===== config.mk =====
export PLATFORM = sky130hd
export DESIGN_NAME = fsr_core
export DESIGN_NICKNAME = d
export VERILOG_FILES = /design/src/fsr_pkg.sv /design/src/fsr_core.sv
export SDC_FILE = /design/constraint.sdc
export NUM_CORES = 1
export LEC_CHECK = 0
export ABC_AREA = 1
export BUFFER_PORTS_ARGS = -buffer_cell sky130_fd_sc_hd__buf_2
export CORE_MARGIN = 3
export CORE_UTILIZATION = 52
export DETAILED_ROUTE_END_ITERATION = 8
export MAX_ROUTING_LAYER = met4
export PLACE_DENSITY = 0.86
export REMOVE_ABC_BUFFERS = 1
export SYNTH_ARGS = -nofsm -noshare
export SYNTH_HDL_FRONTEND = slang
export SYNTH_SLANG_ARGS = --single-unit

===== constraint.sdc =====
create_clock -name core_clk -period 2.78 [get_ports core_clk]
set_clock_uncertainty 0.2 [all_clocks]
set_input_delay 0.278 -clock core_clk [delete_from_list [all_inputs] [get_ports core_clk]]
set_output_delay 0.278 -clock core_clk [all_outputs]
set_load 0.02 [all_outputs]

===== src/fsr_pkg.sv =====
// package of register map, field layout, reset values and carriers for the fault supervision block
package fsr_pkg;

   // ------------------------------------------------------------------
   // register map (register port offsets)
   // ------------------------------------------------------------------
   localparam logic [7:0]  FSR_OFS_OC_CTRL     = 8'h04;   // overcurrent_fault_control
   localparam logic [7:0]  FSR_OFS_PROTECT     = 8'h05;   // auto_protect_enable
   localparam logic [7:0]  FSR_OFS_STATUS      = 8'h06;   // interrupt_status

   // ------------------------------------------------------------------
   // field positions
   // ------------------------------------------------------------------
   localparam int          FSR_POS_ALLOW_REQ   = 14;      // request-policy bit
   localparam int          FSR_POS_CLEAN_LO    = 5;       // clean_cycles_to_reset [6:5]
   localparam int          FSR_POS_FAULT_LO    = 2;       // overcurrent_fault_threshold [4:2]
   localparam int          FSR_POS_WARN_LO     = 0;       // overcurrent_warning_threshold [1:0]
   localparam int          FSR_FLG_FOREIGN_LO  = 10;      // first of the foreign event flags [14:10]
   localparam int          FSR_FLG_OC_FAULT    = 7;       // overcurrent fault
   localparam int          FSR_FLG_OC_WARN     = 6;       // overcurrent warning
   localparam int          FSR_FLG_PUMP_TMO    = 5;       // charge pump start timeout
   localparam int          FSR_FLG_PUMP_LOSS   = 4;       // charge pump no longer good
   localparam int          FSR_FLG_UNDERVOLT   = 3;       // undervoltage
   localparam int          FSR_FLG_OVERTEMP    = 2;       // temperature no longer good
   localparam int          FSR_FLG_BIAS_FAIL   = 1;       // bias_failure_flag
   localparam int          FSR_FLG_PIN_RISE    = 0;       // enable_pin_rise_flag

   // ------------------------------------------------------------------
   // reset values and writable masks
   // ------------------------------------------------------------------
   localparam logic [15:0] FSR_RST_OC_CTRL     = 16'h0001;
   localparam logic [15:0] FSR_MSK_OC_CTRL     = 16'h407F;
   localparam logic [15:0] FSR_RST_PROTECT     = 16'h001F;
   localparam logic [15:0] FSR_MSK_PROTECT     = 16'h001F;
   localparam logic [15:0] FSR_RST_STATUS      = 16'h0000;
   localparam logic [15:0] FSR_MSK_STATUS      = 16'h7CFF;
   localparam logic [15:0] FSR_FAULT_FLAGS     = 16'h00BF;  // flags that block playback
   localparam logic [2:0]  FSR_FAULT_CODE_OFF  = 3'h7;      // no current-limit protection

   // ------------------------------------------------------------------
   // carriers
   // ------------------------------------------------------------------
   typedef struct packed {
      logic        wr;       // write strobe, one cycle
      logic        rd;       // read strobe, one cycle
      logic [7:0]  addr;     // register offset
      logic [15:0] wdata;    // write data
   } fsr_req_t;

   typedef struct packed {
      logic current_limit_pulse;    // boost current-limit comparator
      logic boost_on_cycle;         // toggles high once per boost on-time
      logic charge_pump_good;
      logic undervoltage;
      logic temperature_good;
      logic bias_good;
      logic enable_pin_active_low;
   } fsr_analog_t;

   // idle levels of the analog conditions: pump, temperature and bias good, pin low
   localparam fsr_analog_t FSR_RST_ANALOG = 7'h16;

endpackage : fsr_pkg


===== src/fsr_core.sv =====
// fault supervision logic: current-limit counting, fault protection and interrupt status
`timescale 1ns/10ps
module fsr_core (
   input  wire logic                core_clk,        // 200 MHz system clock
   input  wire logic                sys_rst,         // asynchronous, active high
   input  wire fsr_pkg::fsr_req_t   reg_req,         // register port request, same clock
   output logic [15:0]              reg_rdata,       // read data, one cycle after rd
   input  wire fsr_pkg::fsr_analog_t analog_in,      // raw conditions from analog front end
   input  wire logic                haptic_active,   // haptic operation in progress
   input  wire logic                pump_start_timeout, // charge pump start timeout event
   input  wire logic [4:0]          other_events,    // foreign event pulses for flags 14..10
   input  wire logic                play_req,        // new playback request
   output logic                     play_accept,     // request taken
   output logic                     play_reject,     // request refused
   output logic                     protect_shutdown // automatic fault protection engaged
);
   import fsr_pkg::*;

   // ------------------------------------------------------------------
   // threshold decoding
   // ------------------------------------------------------------------
   // pulses per warning
   function automatic logic [10:0] fsr_warn_limit(input logic [1:0] code);
      fsr_warn_limit = 11'h080 << code;
   endfunction : fsr_warn_limit

   // warnings per fault
   function automatic logic [8:0] fsr_fault_limit(input logic [2:0] code);
      fsr_fault_limit = 9'h004 << code;
   endfunction : fsr_fault_limit

   // clean on-time cycles per counter reset
   function automatic logic [6:0] fsr_clean_limit(input logic [1:0] code);
      logic [6:0] lim;
      lim = 7'h02;
      unique case (code)
         2'h0: lim = 7'h02;
         2'h1: lim = 7'h08;
         2'h2: lim = 7'h10;
         2'h3: lim = 7'h40;
      endcase
      fsr_clean_limit = lim;
   endfunction : fsr_clean_limit

   // ------------------------------------------------------------------
   // input synchronisers
   // ------------------------------------------------------------------
   fsr_analog_t sync1_ff;            // first stage, read only by second stage
   fsr_analog_t sync2_ff;            // second stage, safe to use
   fsr_analog_t prev_ff;             // previous value for edge detection

   // two flops before any logic looks at the analog levels
   always_ff @(posedge core_clk or posedge sys_rst) begin
      if (sys_rst) begin
         // idle levels, so no false edge or bias flag follows reset
         sync1_ff <= FSR_RST_ANALOG;
         sync2_ff <= FSR_RST_ANALOG;
         prev_ff  <= FSR_RST_ANALOG;
      end else begin
         sync1_ff <= analog_in;
         sync2_ff <= sync1_ff;
         prev_ff  <= sync2_ff;
      end
   end

   wire pulse_evt = sync2_ff.current_limit_pulse & ~prev_ff.current_limit_pulse; // pulse rising edge
   wire cycle_evt = sync2_ff.boost_on_cycle & ~prev_ff.boost_on_cycle;           // new on-time cycle
   wire pin_rise  = sync2_ff.enable_pin_active_low & ~prev_ff.enable_pin_active_low;

   // ------------------------------------------------------------------
   // registers
   // ------------------------------------------------------------------
   logic [15:0] oc_ctrl_ff;          // overcurrent_fault_control
   logic [15:0] protect_en_ff;       // auto_protect_enable
   logic [15:0] status_ff;           // interrupt_status
   logic [15:0] nxt_status;
   logic [15:0] rdata_ff;

   wire sel_ctrl   = reg_req.addr == FSR_OFS_OC_CTRL;
   wire sel_prot   = reg_req.addr == FSR_OFS_PROTECT;
   wire sel_status = reg_req.addr == FSR_OFS_STATUS;

   wire [1:0] clean_code = oc_ctrl_ff[FSR_POS_CLEAN_LO +: 2];
   wire [2:0] fault_code = oc_ctrl_ff[FSR_POS_FAULT_LO +: 3];
   wire [1:0] warn_code  = oc_ctrl_ff[FSR_POS_WARN_LO +: 2];
   wire       allow_req  = oc_ctrl_ff[FSR_POS_ALLOW_REQ];

   // register writes; reserved bits stay zero
   always_ff @(posedge core_clk or posedge sys_rst) begin
      if (sys_rst) begin
         oc_ctrl_ff    <= FSR_RST_OC_CTRL;
         protect_en_ff <= FSR_RST_PROTECT;
      end else if (reg_req.wr) begin
         if (sel_ctrl) begin
            oc_ctrl_ff <= reg_req.wdata & FSR_MSK_OC_CTRL;
         end
         if (sel_prot) begin
            protect_en_ff <= reg_req.wdata & FSR_MSK_PROTECT;
         end
      end
   end

   // read data is registered; unmapped offsets read zero
   wire [15:0] rd_mux = sel_ctrl   ? oc_ctrl_ff :
                        sel_prot   ? protect_en_ff :
                        sel_status ? status_ff : 16'h0000;

   always_ff @(posedge core_clk or posedge sys_rst) begin
      if (sys_rst) begin
         rdata_ff <= 16'h0000;
      end else if (reg_req.rd) begin
         rdata_ff <= rd_mux;
      end
   end
   assign reg_rdata = rdata_ff;

   // ------------------------------------------------------------------
   // current-limit counting
   // ------------------------------------------------------------------
   logic [10:0] pulse_cnt_ff;        // consecutive current-limit pulses
   logic [6:0]  clean_cnt_ff;        // on-time cycles since last pulse
   logic [8:0]  warn_cnt_ff;         // warnings since last fault

   wire warn_hit  = pulse_evt && (pulse_cnt_ff + 11'h001 == fsr_warn_limit(warn_code));
   wire clean_hit = cycle_evt && !pulse_evt
                    && (clean_cnt_ff + 7'h01 == fsr_clean_limit(clean_code));
   wire fault_hit = warn_hit && (fault_code != FSR_FAULT_CODE_OFF)
                    && (warn_cnt_ff + 9'h001 == fsr_fault_limit(fault_code));

   // a pulse restarts the clean run; a clean run or a warning restarts pulse count
   always_ff @(posedge core_clk or posedge sys_rst) begin
      if (sys_rst) begin
         pulse_cnt_ff <= 11'h000;
         clean_cnt_ff <= 7'h00;
         warn_cnt_ff  <= 9'h000;
      end else begin
         if (pulse_evt) begin
            clean_cnt_ff <= 7'h00;
         end else if (clean_hit) begin
            clean_cnt_ff <= 7'h00;
         end else if (cycle_evt) begin
            clean_cnt_ff <= clean_cnt_ff + 7'h01;
         end
         if (warn_hit || clean_hit) begin
            pulse_cnt_ff <= 11'h000;
         end else if (pulse_evt) begin
            pulse_cnt_ff <= pulse_cnt_ff + 11'h001;
         end
         if (fault_hit) begin
            warn_cnt_ff <= 9'h000;
         end else if (warn_hit && fault_code != FSR_FAULT_CODE_OFF) begin
            warn_cnt_ff <= warn_cnt_ff + 9'h001;
         end
      end
   end

   // ------------------------------------------------------------------
   // interrupt status flags
   // ------------------------------------------------------------------
   logic [15:0] set_vec;
   always_comb begin
      set_vec = 16'h0000;
      set_vec[FSR_FLG_FOREIGN_LO +: 5] = other_events;
      set_vec[FSR_FLG_OC_FAULT]        = fault_hit;
      set_vec[FSR_FLG_OC_WARN]         = warn_hit;
      set_vec[FSR_FLG_PUMP_TMO]        = pump_start_timeout;
      set_vec[FSR_FLG_PUMP_LOSS]       = ~sync2_ff.charge_pump_good & prev_ff.charge_pump_good;
      set_vec[FSR_FLG_UNDERVOLT]       = sync2_ff.undervoltage & ~prev_ff.undervoltage;
      set_vec[FSR_FLG_OVERTEMP]        = ~sync2_ff.temperature_good & prev_ff.temperature_good;
      set_vec[FSR_FLG_BIAS_FAIL]       = ~sync2_ff.bias_good;
      set_vec[FSR_FLG_PIN_RISE]        = pin_rise & haptic_active;
   end

   // read clears all; a set in the same cycle still wins
   wire status_read = reg_req.rd && sel_status;
   assign nxt_status = ((status_read ? 16'h0000 : status_ff) | set_vec) & FSR_MSK_STATUS;

   always_ff @(posedge core_clk or posedge sys_rst) begin
      if (sys_rst) begin
         status_ff <= FSR_RST_STATUS;
      end else begin
         status_ff <= nxt_status;
      end
   end

   // ------------------------------------------------------------------
   // automatic protection
   // ------------------------------------------------------------------
   logic protect_ff;
   // the overcurrent fault always and the enabled conditions shut the boost down; held until the flags are read
   wire prot_now = (status_ff[FSR_FLG_OC_FAULT])
                 | (status_ff[FSR_FLG_PUMP_LOSS] & protect_en_ff[4])
                 | (status_ff[FSR_FLG_UNDERVOLT] & protect_en_ff[3])
                 | (status_ff[FSR_FLG_OVERTEMP]  & protect_en_ff[2])
                 | (status_ff[FSR_FLG_BIAS_FAIL] & protect_en_ff[1])
                 | (status_ff[FSR_FLG_PIN_RISE]  & protect_en_ff[0]);

   always_ff @(posedge core_clk or posedge sys_rst) begin
      if (sys_rst) begin
         protect_ff <= 1'b0;
      end else begin
         protect_ff <= prot_now;
      end
   end
   assign protect_shutdown = protect_ff;

   // ------------------------------------------------------------------
   // playback request policy
   // ------------------------------------------------------------------
   wire fault_pending = |(status_ff & FSR_FAULT_FLAGS);
   assign play_accept = play_req & (allow_req | ~fault_pending);
   assign play_reject = play_req & ~allow_req & fault_pending;

endmodule : fsr_core


==> metrics.yaml, run 1 <==
outcome:
  status: "finished, final reports clean"
worst_setup_path:
  critPathMaxFanout: 10
  cp_slowest_cell: "dfrtp_1"
  cp-startpoint: "pulse_cnt_ff[0]$_DFFE_PP0P_"
  r2r_end: "warn_cnt_ff[5]$_DFFE_PP0P_"
  r2r_setup_slack_ns: 0.47
  end_kind: "flop"
  critPathLaunchType: "flop"
  cpMostUsedCell: "nand2_1"
  critical_path_class: "reg2reg"
  cp_cell_sequence: "ha_1, nand3_1, inv_1, nand2_1, nand2_1, nand2_1, nand2_1, nand2_1, nor2_4, nand4_2, nand2_1, nand2_1"
  max_stage_delay_ns: 0.43
  required_ns: 2.83
  rr_startpoint: "pulse_cnt_ff[0]$_DFFE_PP0P_"
  reg2reg_depth: 12
  worstPathArrival_ns: 2.36
cts:
  cts.clk_slew.worst_paths_ns: 0.10
  h-tree-depth: 3
  cts_buffers: 9
  cts_resized: 0
  cts.sinks: 87
  cts_tree: "built"
  root_buffer: "clkbuf_8"
  clk_path_buf_depth: 2
  postCtsSetupBuffers: 0
  clk_latency_ns: 0.36
logic_synthesis:
  synthFlopType: "dfrtp_1"
  yosysMostFrequentCell: "nand2_1"
  synth_warnings: 0
  synth_common_cells: "nand2_1, inv_1, dfrtp_1"
  async_flop_share_pct: 100
  netlist_area_um2: 4380
  synth_top_area_share_pct: 41.7
  ys_seq_area_share_pct: 50.1
  synthTopCellsByArea: "dfrtp_1, nand2_1, dfstp_2"
  avgSynthCellArea_um2: 8.22
  synth_edf_count: 0
  yosys.cell_types.count: 43
  synth_area_leader_cell: "dfrtp_1"
  synth.ff_latch_count: 87
  synth_cells: 533
layout:
  register_area_um2: 2190
  antennaDiodeCount: 0
  fin_area_um2: 5180
  num-fill-cells: 593
  multi_input_area_um2: 1830
  area_delta_synth_final_pct: 18.1
  layout-drive-gt1-share_pct: 19.2
  final_util_pct: 65.0
  layout.nets: 659
drt:
  vias: 3792
  drt_pass1_iterations: 6
  wl_per_cell_um: 13.7
  drcViolationCount: 0
  wirelength_um: 9870
  avgViaCountPerCell: 5.28
  drtIter0Drc: 230
  postRouteAntennaNets: 0
run:
  maxCapViolCount: 0
power_and_ir_drop:
  vdd_drop_max_mv: 0.416
  p_leak_nw: 2.65
  p_total_mw: 3.12
  p_per_area_nw_per_um2: 603
worst_hold_path:
  hold_path.class: "in2reg"
  worstHoldStart: "reg_req[24]"
  min_delay_worst_endpoint: "reg_rdata[14]$_DFFE_PP0P_"
  min_path_cells: 2
global_route:
  grt_pass1_wl_um: 17000
  grt_pass1_vias: 3801
  gr-total-overflow: 0
  grt_max_degree: 69
  antenna_found_initial: 0
  grtUsageTotal_pct: 22.5
die:
  fp.dieW_um: 97.8
  die_h_um: 97.8
  core.rowCount: 32
  boundaryPins: 62
  initial_core_util_pct: 55.0
  fp.dieArea_um2: 9570
  core_area_um2: 7970
sta:
  finalHoldViolCount: 0
  tns_ns: 0
  post-route-min-period_ns: 2.31
  hold-worst-slack_ns: 0.00511
  max_freq_ghz: 0.433
  setup_violations: 0
  rsz0062_at_grt: "false"
  worst_pin_slew_ns: 0.506
  drv_slew: 0
  slew-limit-headroom_pct: 66.2
  min_period_over_period_pct: 83.0
placed_design:
  port_buffers: 50
  hpwlAfterDp_um: 6660
  gp_congestion: 0.896
  placed_area_um2: 4750
==> cell usage in the layout, fill, tap and decap left out, types with 9 or more instances in the layout <==
cell	synthesis	layout
nand3_1	44	44
o21ai_0	43	43
nor2_1	30	30
nand2_1	144	144
clkbuf_8	0	9
nor2_2	14	14
buf_2	5	50
dfrtp_1	73	73
dlygate4sd3_1	0	22
nand4_1	9	9
inv_1	78	77
dfstp_2	14	14
==> layer usage <==
metal	wire length [um]	track usage [%]	share of wire, %
met2	5200	39.4	53
met1	4020	25.8	41
met4	176	7.88	1.8
met5	0	-	0
met3	472	4.21	4.8
==> registers in the layout, indices dropped and copies added, names as in the netlist <==
register          cells
reg_rdata            13
status_ff            13
pulse_cnt_ff         11
warn_cnt_ff           9
oc_ctrl_ff            8
clean_cnt_ff          7
sync1_ff              7
sync2_ff              7
prev_ff               6
protect_en_ff         5
protect_shutdown      1
==> worst max path at each step <==
stage | endpoint | slack [ns] | cells past startpoint
after global routing | pulse_cnt_ff[10]$_DFFE_PP0P_ | 0.24 | 12
final | warn_cnt_ff[5]$_DFFE_PP0P_ | 0.47 | 12
after global placement | pulse_cnt_ff[10]$_DFFE_PP0P_ | 0.54 | 12
after floorplan | clean_cnt_ff[0]$_DFFE_PP0P_ | 0.07 | 1
after CTS | pulse_cnt_ff[10]$_DFFE_PP0P_ | 0.48 | 12
after detailed placement | pulse_cnt_ff[10]$_DFFE_PP0P_ | 0.49 | 12
==> cell type report <==
class                   instances  area share (%)
well taps                     102            2.47
inverters                      80            5.83
repair buffers                 76            9.91
flip-flops and latches         87            42.4
clock buffers                   9            2.39
multi-input cells             357            35.3
clock inverters                 7            1.67
==> cells by family (layout without fill, tap and decap cells) <==
| kind of cell | Yosys count | count (layout) | share of synthesized area (%) |
|---|---|---|---|
| buffers and inverters | 91 | 172 | 8.36 |
| other | 1 | 3 | 0.0856 |
| multiplexers | 2 | 2 | 0.485 |
| AO/OA/AOI/OAI | 71 | 71 | 9.02 |
| flip-flops | 87 | 87 | 50.1 |
| XOR/XNOR | 8 | 8 | 1.60 |
| adder cells (fa/ha/maj) | 5 | 5 | 1.43 |
| AND/OR/NAND/NOR | 268 | 268 | 28.9 |
==> critical path: cells and delay by family, from the launching register on <==
kind | cells | cell delay (ns)
flops | 1 | 0.43
fa+ha+maj | 1 | 0.32
buf+inv | 1 | 0.10
simple gates | 10 | 1.14
==> repair_timing <==
item	in CTS	in global routing
hold endpoints to repair	44	0
setup endpoints to repair	0	0
hold buffers	22	0
==> power by group <==
group / leakage [nW] / switching, mW / internal (mW) / total, mW
registers: 1.01 / 0.118 / 1.38 / 1.50
logic: 1.53 / 0.424 / 0.263 / 0.687
clock network: 0.105 / 0.499 / 0.437 / 0.937
total: 2.65 / 1.04 / 2.08 / 3.12
==> metrics by stage <==
step	cells	setup WS (ns)
after floorplan	524	0.0750
after global placement	680	0.544
after detailed placement	680	0.495
after CTS	718	0.482
after global routing	718	0.238
final	718	0.472
Power figures use the tool's default switching activity.
==> inputs of run 2 (changes only) <==
- CORE_UTILIZATION: 52 -> 55
- PLACE_DENSITY: 0.86 -> 0.87
- clock period: 2.78 -> 2.2 ns (I/O delays scaled with it)
==> run 2 against run 1 <==
Effect of this change:
- register-to-register slack lost 0.38 ns
- largest cell class unchanged
- via count grew 2.8%
- highest routed layer unchanged
- critical path depth shrank 3
- global-route usage grew 2.2 points
- clock-buffer cell count is the same
- core utilization grew 6.1 points
- flip-flop and latch count is the same
- cell area grew 2.8%
- first-iteration DRC count shrank 30%
- setup slack lost 0.38 ns
- critical endpoint is now warn_cnt_ff[6]$_DFFE_PP0P_
- routed wire length grew 5.2%
==> metrics.yaml, run 2 (synthesized netlist as in run 1, its figures left out) <==
global_route:
  use_met3_pct: 5.21  # +0.99 points
  grt_pass1_vias: 3766  # -0.92%
  gr-total-overflow: 0  # unchanged
  met2_usage_pct: 42.5  # +3.1 points
  antenna_found_initial: 0  # unchanged
  grt_max_degree: 34  # -51%
  grtUsageTotal_pct: 24.7  # +2.2 points
  grt_pass1_wl_um: 16800  # -1.4%
  grt_busiest_layer: "met2"
  use_met1_pct: 27.8  # +1.9 points
worst_hold_path:
  min_path_cells: 4  # +2
  hold_path.class: "in2reg"
sta:
  rsz0062_at_grt: "true"
  min_period_over_period_pct: 95.8  # +13 points
  post-route-min-period_ns: 2.11  # -0.200 ns
  drv_slew: 0  # unchanged
  worst_pin_slew_ns: 0.595  # +0.0885 ns
  tns_ns: 0  # unchanged
  max_freq_ghz: 0.474  # +9.5%
  slew-limit-headroom_pct: 60.0  # -6.2 points
  setup_violations: 0  # unchanged
  finalHoldViolCount: 0  # unchanged
cts:
  cts.clk_slew.worst_paths_ns: 0.10  # about the same
  clk_path_buf_depth: 2  # unchanged
  h-tree-depth: 3  # unchanged
  cts.sinks: 87  # unchanged
  clk_latency_ns: 0.36  # about the same
  cts_buffers: 9  # unchanged
  cts_tree: "built"
  root_buffer: "clkbuf_8"
worst_setup_path:
  worstPathArrival_ns: 2.16  # -0.20 ns
  path_delay_family: "simple AND/OR/NAND/NOR gates"
  reg2reg_depth: 9  # -3
  cpMostUsedCell: "nand2_1"
  cp_num_cells: 9  # -3
  max_stage_delay_ns: 0.43  # about the same
  cp_cell_sequence: "ha_1, nand2_1, inv_1, o21ai_0, nand2_1, nor3_4, nand4_4, nand3_1, nand2_1"
  critical_path_class: "reg2reg"
  critPathLaunchType: "flop"
  critPathMaxFanout: 5  # -5
  cp_slowest_cell: "dfrtp_1"
  required_ns: 2.25  # -0.58 ns
  cp_num_buf_inv: 1  # unchanged
  end_kind: "flop"
layout:
  multi_input_area_um2: 1890  # +3.4%
  num-fill-cells: 537  # -9.4%
  antennaDiodeCount: 0  # unchanged
  layout_commonest_cell: "nand2_1"
  area_delta_synth_final_pct: 21.4
  fin_cells: 727  # +1.3%
  register_area_um2: 2190  # unchanged
  layout.nets: 671  # +1.8%
  layout-drive-gt1-share_pct: 21.0  # +1.9 points
  final_cell_mix: "nand2_1, inv_1, dfrtp_1"
placed_design:
  gp_congestion: 0.875  # -2.3%
  hpwlAfterDp_um: 7020  # +5.3%
  place_inst: 684  # +0.59%
  port_buffers: 50  # unchanged
drt:
  vias: 3900  # +2.8%
  drt_pass1_iterations: 5  # -1
  wirelength_um: 10400  # +5.2%
  postRouteAntennaNets: 0  # unchanged
  wl_per_cell_um: 14.3  # +3.9%
  avgViaCountPerCell: 5.36  # +1.6%
  drtIter0Drc: 162  # -30%
  drcViolationCount: 0  # unchanged
run:
  maxCapViolCount: 0  # unchanged
die:
  boundaryPins: 62  # unchanged
  fp.dieArea_um2: 9080  # -5.1%
  fp.dieW_um: 95.3  # -2.6%
  die_h_um: 95.3  # -2.6%
  core_area_um2: 7490  # -6.0%
  initial_core_util_pct: 58.5  # +3.5 points
  core.rowCount: 31  # -3.1%
power_and_ir_drop:
  vdd_drop_max_mv: 0.483  # +16%
  p_per_area_nw_per_um2: 732  # +21%
  p_leak_nw: 2.72  # +2.6%
outcome:
  status: "finished, final reports clean"
## run 2: changes by cell type in the layout (fill, tap and decap cells not counted), sizes merged
cell,change
clkinvlp,+1
buf,+9
dlygate4sd3,+2
bufinv,-1
nand4,+1
## run 2: report_power, final
group | total (mW) | internal [mW] | switching [mW] | leakage, nW
logic | 0.942 | 0.375 | 0.566 | 1.62
clock network | 1.07 | 0.434 | 0.635 | 0.0892
registers | 1.89 | 1.74 | 0.143 | 1.01
total | 3.90 | 2.55 | 1.34 | 2.72
## run 2: timing repair
action                     4_1_cts  5_1_grt
hold buffers                    24        0
hold endpoints to repair        57        0
buffers inserted                 0        2
cloned                           0        1
setup endpoints to repair        1       22
pin swaps                        0        1
gates resized for setup          1        8
## run 2: metal layers
layer	share of wire (%)	vias up	wire length [um]
met2	53	131	5490
met3	4.8	28	499
met4	2.7	0	276
met5	0	-	0
met1	40	1858	4120
li1	-	1883	-
## run 2: tightest hold or removal path, cell delays in order
cell and delay (ns):
buf_2 0.13, nor4_1 0.09, nand2_1 0.07, a31oi_1 0.07
## run 2: path summary, 6_finish.rpt
kind,endpoint,startpoint,slack (ns)
worst max-delay path,warn_cnt_ff[6]$_DFFE_PP0P_,warn_cnt_ff[0]$_DFFE_PP0P_,0.09
worst min-delay path,reg_rdata[14]$_DFFE_PP0P_,reg_req[16],0.06
worst max register to register,warn_cnt_ff[6]$_DFFE_PP0P_,warn_cnt_ff[0]$_DFFE_PP0P_,0.09
worst min register to register,sync2_ff[6]$_DFF_PP0_,sync1_ff[6]$_DFF_PP0_,0.16
max in group asynchronous,protect_en_ff[3]$_DFFE_PP1P_,sys_rst,0.90
min in group asynchronous,sync1_ff[6]$_DFF_PP0_,sys_rst,0.23
## run 2: final cells by class
class	count	share of cell area, %
Timing Repair Buffer	87	11.8
Multi-Input combinational cell	358	35.5
Clock inverter	7	1.15
Clock buffer	9	2.33
Inverter	80	5.67
Sequential cell	87	41.2
Tap cell	99	2.33
## run 2: through the flow
step	total power [mW]	setup WS [ns]	hold WS, ns	area (um^2)	utilization [%]
final	3.90	0.0920	0.0576	5320	71.1
after global routing	4.12	-0.0279	0.0782	5320	71.1
after CTS	3.90	0.0558	0.0422	5250	70.1
after detailed placement	2.80	0.0709	0.0856	4820	64.4
after global placement	2.74	0.125	0.0801	4820	64.4
after floorplan	2.55	-0.447	0.0245	4320	-
==> inputs of run 3 (changes only) <==
- CORE_MARGIN: 3 -> 4
- HOLD_SLACK_MARGIN: default -> 0.06
==> run 3 against run 2 <==
Effect of this change:
- first-iteration DRC count rose by 18%
- worst hold slack improved by 0.057 ns
- fmax rose by 1.5%
- core utilization down 1.8 points
- die area rose by 4.2%
- final cell count grew 0.55%
- critical path type unchanged
- highest routed layer unchanged
==> metrics.yaml, run 3 (synthesized netlist as in run 1, its figures left out) <==
global_route:
  grt_pass1_wl_um: 17500  # +4.2%
  grt_max_degree: 36  # +5.9%
  antenna_found_initial: 0  # unchanged
  grtUsageTotal_pct: 23.2  # -1.5 points
  gr-total-overflow: 0  # unchanged
  grt_pass1_vias: 3895  # +3.4%
drt:
  drt_pass1_iterations: 6  # +1
  wirelength_um: 10400  # about the same
  drtIter0Drc: 191  # +18%
  postRouteAntennaNets: 0  # unchanged
  drcViolationCount: 0  # unchanged
  wl_per_cell_um: 14.2  # -0.49%
  vias: 3921  # +0.54%
  avgViaCountPerCell: 5.36  # about the same
cts:
  clk_path_buf_depth: 2  # unchanged
  root_buffer: "clkbuf_8"
  cts.clk_slew.worst_paths_ns: 0.10  # about the same
  h-tree-depth: 3  # unchanged
  clk_latency_ns: 0.37  # about the same
  cts.sinks: 87  # unchanged
  cts_buffers: 9  # unchanged
  cts_tree: "built"
die:
  fp.dieArea_um2: 9460  # +4.2%
  die_h_um: 97.3  # +2.1%
  core_area_um2: 7730  # +3.2%
  boundaryPins: 62  # unchanged
  core.rowCount: 32  # +3.2%
  fp.dieW_um: 97.3  # +2.1%
  initial_core_util_pct: 56.7  # -1.8 points
sta:
  setup_violations: 0  # unchanged
  max_freq_ghz: 0.481  # +1.5%
  hold-worst-slack_ns: 0.114  # +0.0567 ns
  post-route-min-period_ns: 2.08  # -0.0309 ns
  drv_slew: 0  # unchanged
  finalHoldViolCount: 0  # unchanged
  worst_pin_slew_ns: 0.523  # -0.0718 ns
  min_period_over_period_pct: 94.4  # -1.4 points
  rsz0062_at_grt: "true"
  slew-limit-headroom_pct: 65.1  # +5.1 points
power_and_ir_drop:
  p_total_mw: 3.95  # +1.4%
  vdd_drop_max_mv: 0.409  # -15%
  p_per_area_nw_per_um2: 738  # +0.75%
  p_leak_nw: 2.72  # -0.15%
worst_setup_path:
  cpMostUsedCell: "nand2_1"
  cp_num_buf_inv: 1  # unchanged
  cp_slowest_cell: "dfrtp_1"
  worstPathArrival_ns: 2.14  # -0.02 ns
  path_delay_family: "simple AND/OR/NAND/NOR gates"
  end_kind: "flop"
  max_stage_delay_ns: 0.39  # -0.04 ns
  critPathLaunchType: "flop"
  required_ns: 2.27  # +0.02 ns
  critical_path_class: "reg2reg"
  critPathMaxFanout: 10  # +5
  cp_cell_sequence: "ha_2, nand3_2, or2_1, nand2_1, nor2_1, nand2_1, nor2_4, nand4_2, buf_12, nand2_1, nand2_1"
layout:
  antennaDiodeCount: 0  # unchanged
  layout-drive-gt1-share_pct: 21.3  # +0.28 points
  area_delta_synth_final_pct: 22.2
  final_util_pct: 69.3  # -1.8 points
  final_cell_mix: "nand2_1, inv_1, dfrtp_1"
  layout.nets: 672  # +0.15%
  fin_area_um2: 5360  # +0.63%
  fin_cells: 731  # +0.55%
  layout_commonest_cell: "nand2_1"
placed_design:
  hpwlAfterDp_um: 7190  # +2.5%
  gp_congestion: 0.883  # +0.89%
  place_inst: 689  # +0.73%
  port_buffers: 50  # unchanged
  placed_area_um2: 4840  # +0.39%
run:
  maxCapViolCount: 0  # unchanged
outcome:
  status: "finished, final reports clean"
worst_hold_path:
  hold_path.class: "in2reg"
[run 3: cell types whose count changed in the layout (fill, tap and decap cells not counted), sizes merged]
cell | before | now
dlygate4sd3 | 24 | 25
inv | 84 | 83
clkinvlp | 2 | 0
clkinv | 1 | 4
[run 3: power breakdown]
| part | switching (mW) | internal (mW) |
|---|---|---|
| sequential | 0.144 | 1.74 |
| clock | 0.660 | 0.447 |
| combinational | 0.579 | 0.377 |
| total | 1.38 | 2.57 |
[run 3: worst paths after layout]
path / from / to / slack (ns) / cells after the start
setup / recovery: pulse_cnt_ff[0]$_DFFE_PP0P_ / warn_cnt_ff[4]$_DFFE_PP0P_ / 0.12 / 11
hold / removal: reg_req[25] / protect_en_ff[0]$_DFFE_PP1P_ / 0.11 / 4
setup reg to reg: pulse_cnt_ff[0]$_DFFE_PP0P_ / warn_cnt_ff[4]$_DFFE_PP0P_ / 0.12 / 11
hold reg to reg: sync1_ff[0]$_DFF_PP0_ / sync2_ff[0]$_DFF_PP0_ / 0.16 / 0
max in group asynchronous: sys_rst / prev_ff[2]$_DFF_PP1_ / 0.97 / 4
min in group asynchronous: sys_rst / sync1_ff[6]$_DFF_PP0_ / 0.21 / 3
[run 3: routing by layer]
| metal | global-route usage, % | routed length [um] | vias to the layer above |
|---|---|---|---|
| li1 | - | - | 1884 |
| met2 | 40.3 | 5530 | 129 |
| met5 | - | 0 | - |
| met1 | 26.7 | 4060 | 1875 |
| met3 | 4.74 | 531 | 33 |
| met4 | 8.31 | 270 | 0 |
[run 3: per-stage QoR]
stage	setup WS [ns]	TNS, ns
floorplan	-0.447	-32.63
global placement	0.145	0
detailed placement	0.0346	0
CTS	0.0176	0
global route	-0.0615	-0.434
finish	0.123	0
[run 3: layout make-up]
cell class	instances	area [um^2]
fillers	562	2370
flip-flops and latches	87	2190
multi-input cells	358	1900
repair buffers	88	636
inverters	80	302
well taps	102	128
clock buffers	9	124
clock inverters	7	73.8
[run 3: what timing repair did]
item | in CTS | in global routing
endpoints found under the hold margin | 80 | 0
setup buffers | 0 | 0
endpoints found under the setup margin | 0 | 22
hold buffers | 25 | 0
resized for setup | 0 | 11
[run 3: worst reg2reg max path: stages, from the launching register on]
cell	delay, ns
dfrtp_1	0.39
ha_2	0.22
nand3_2	0.10
or2_1	0.13
nand2_1	0.06
nor2_1	0.15
nand2_1	0.12
nor2_4	0.15
nand4_2	0.15
buf_12	0.18
nand2_1	0.07
nand2_1	0.06
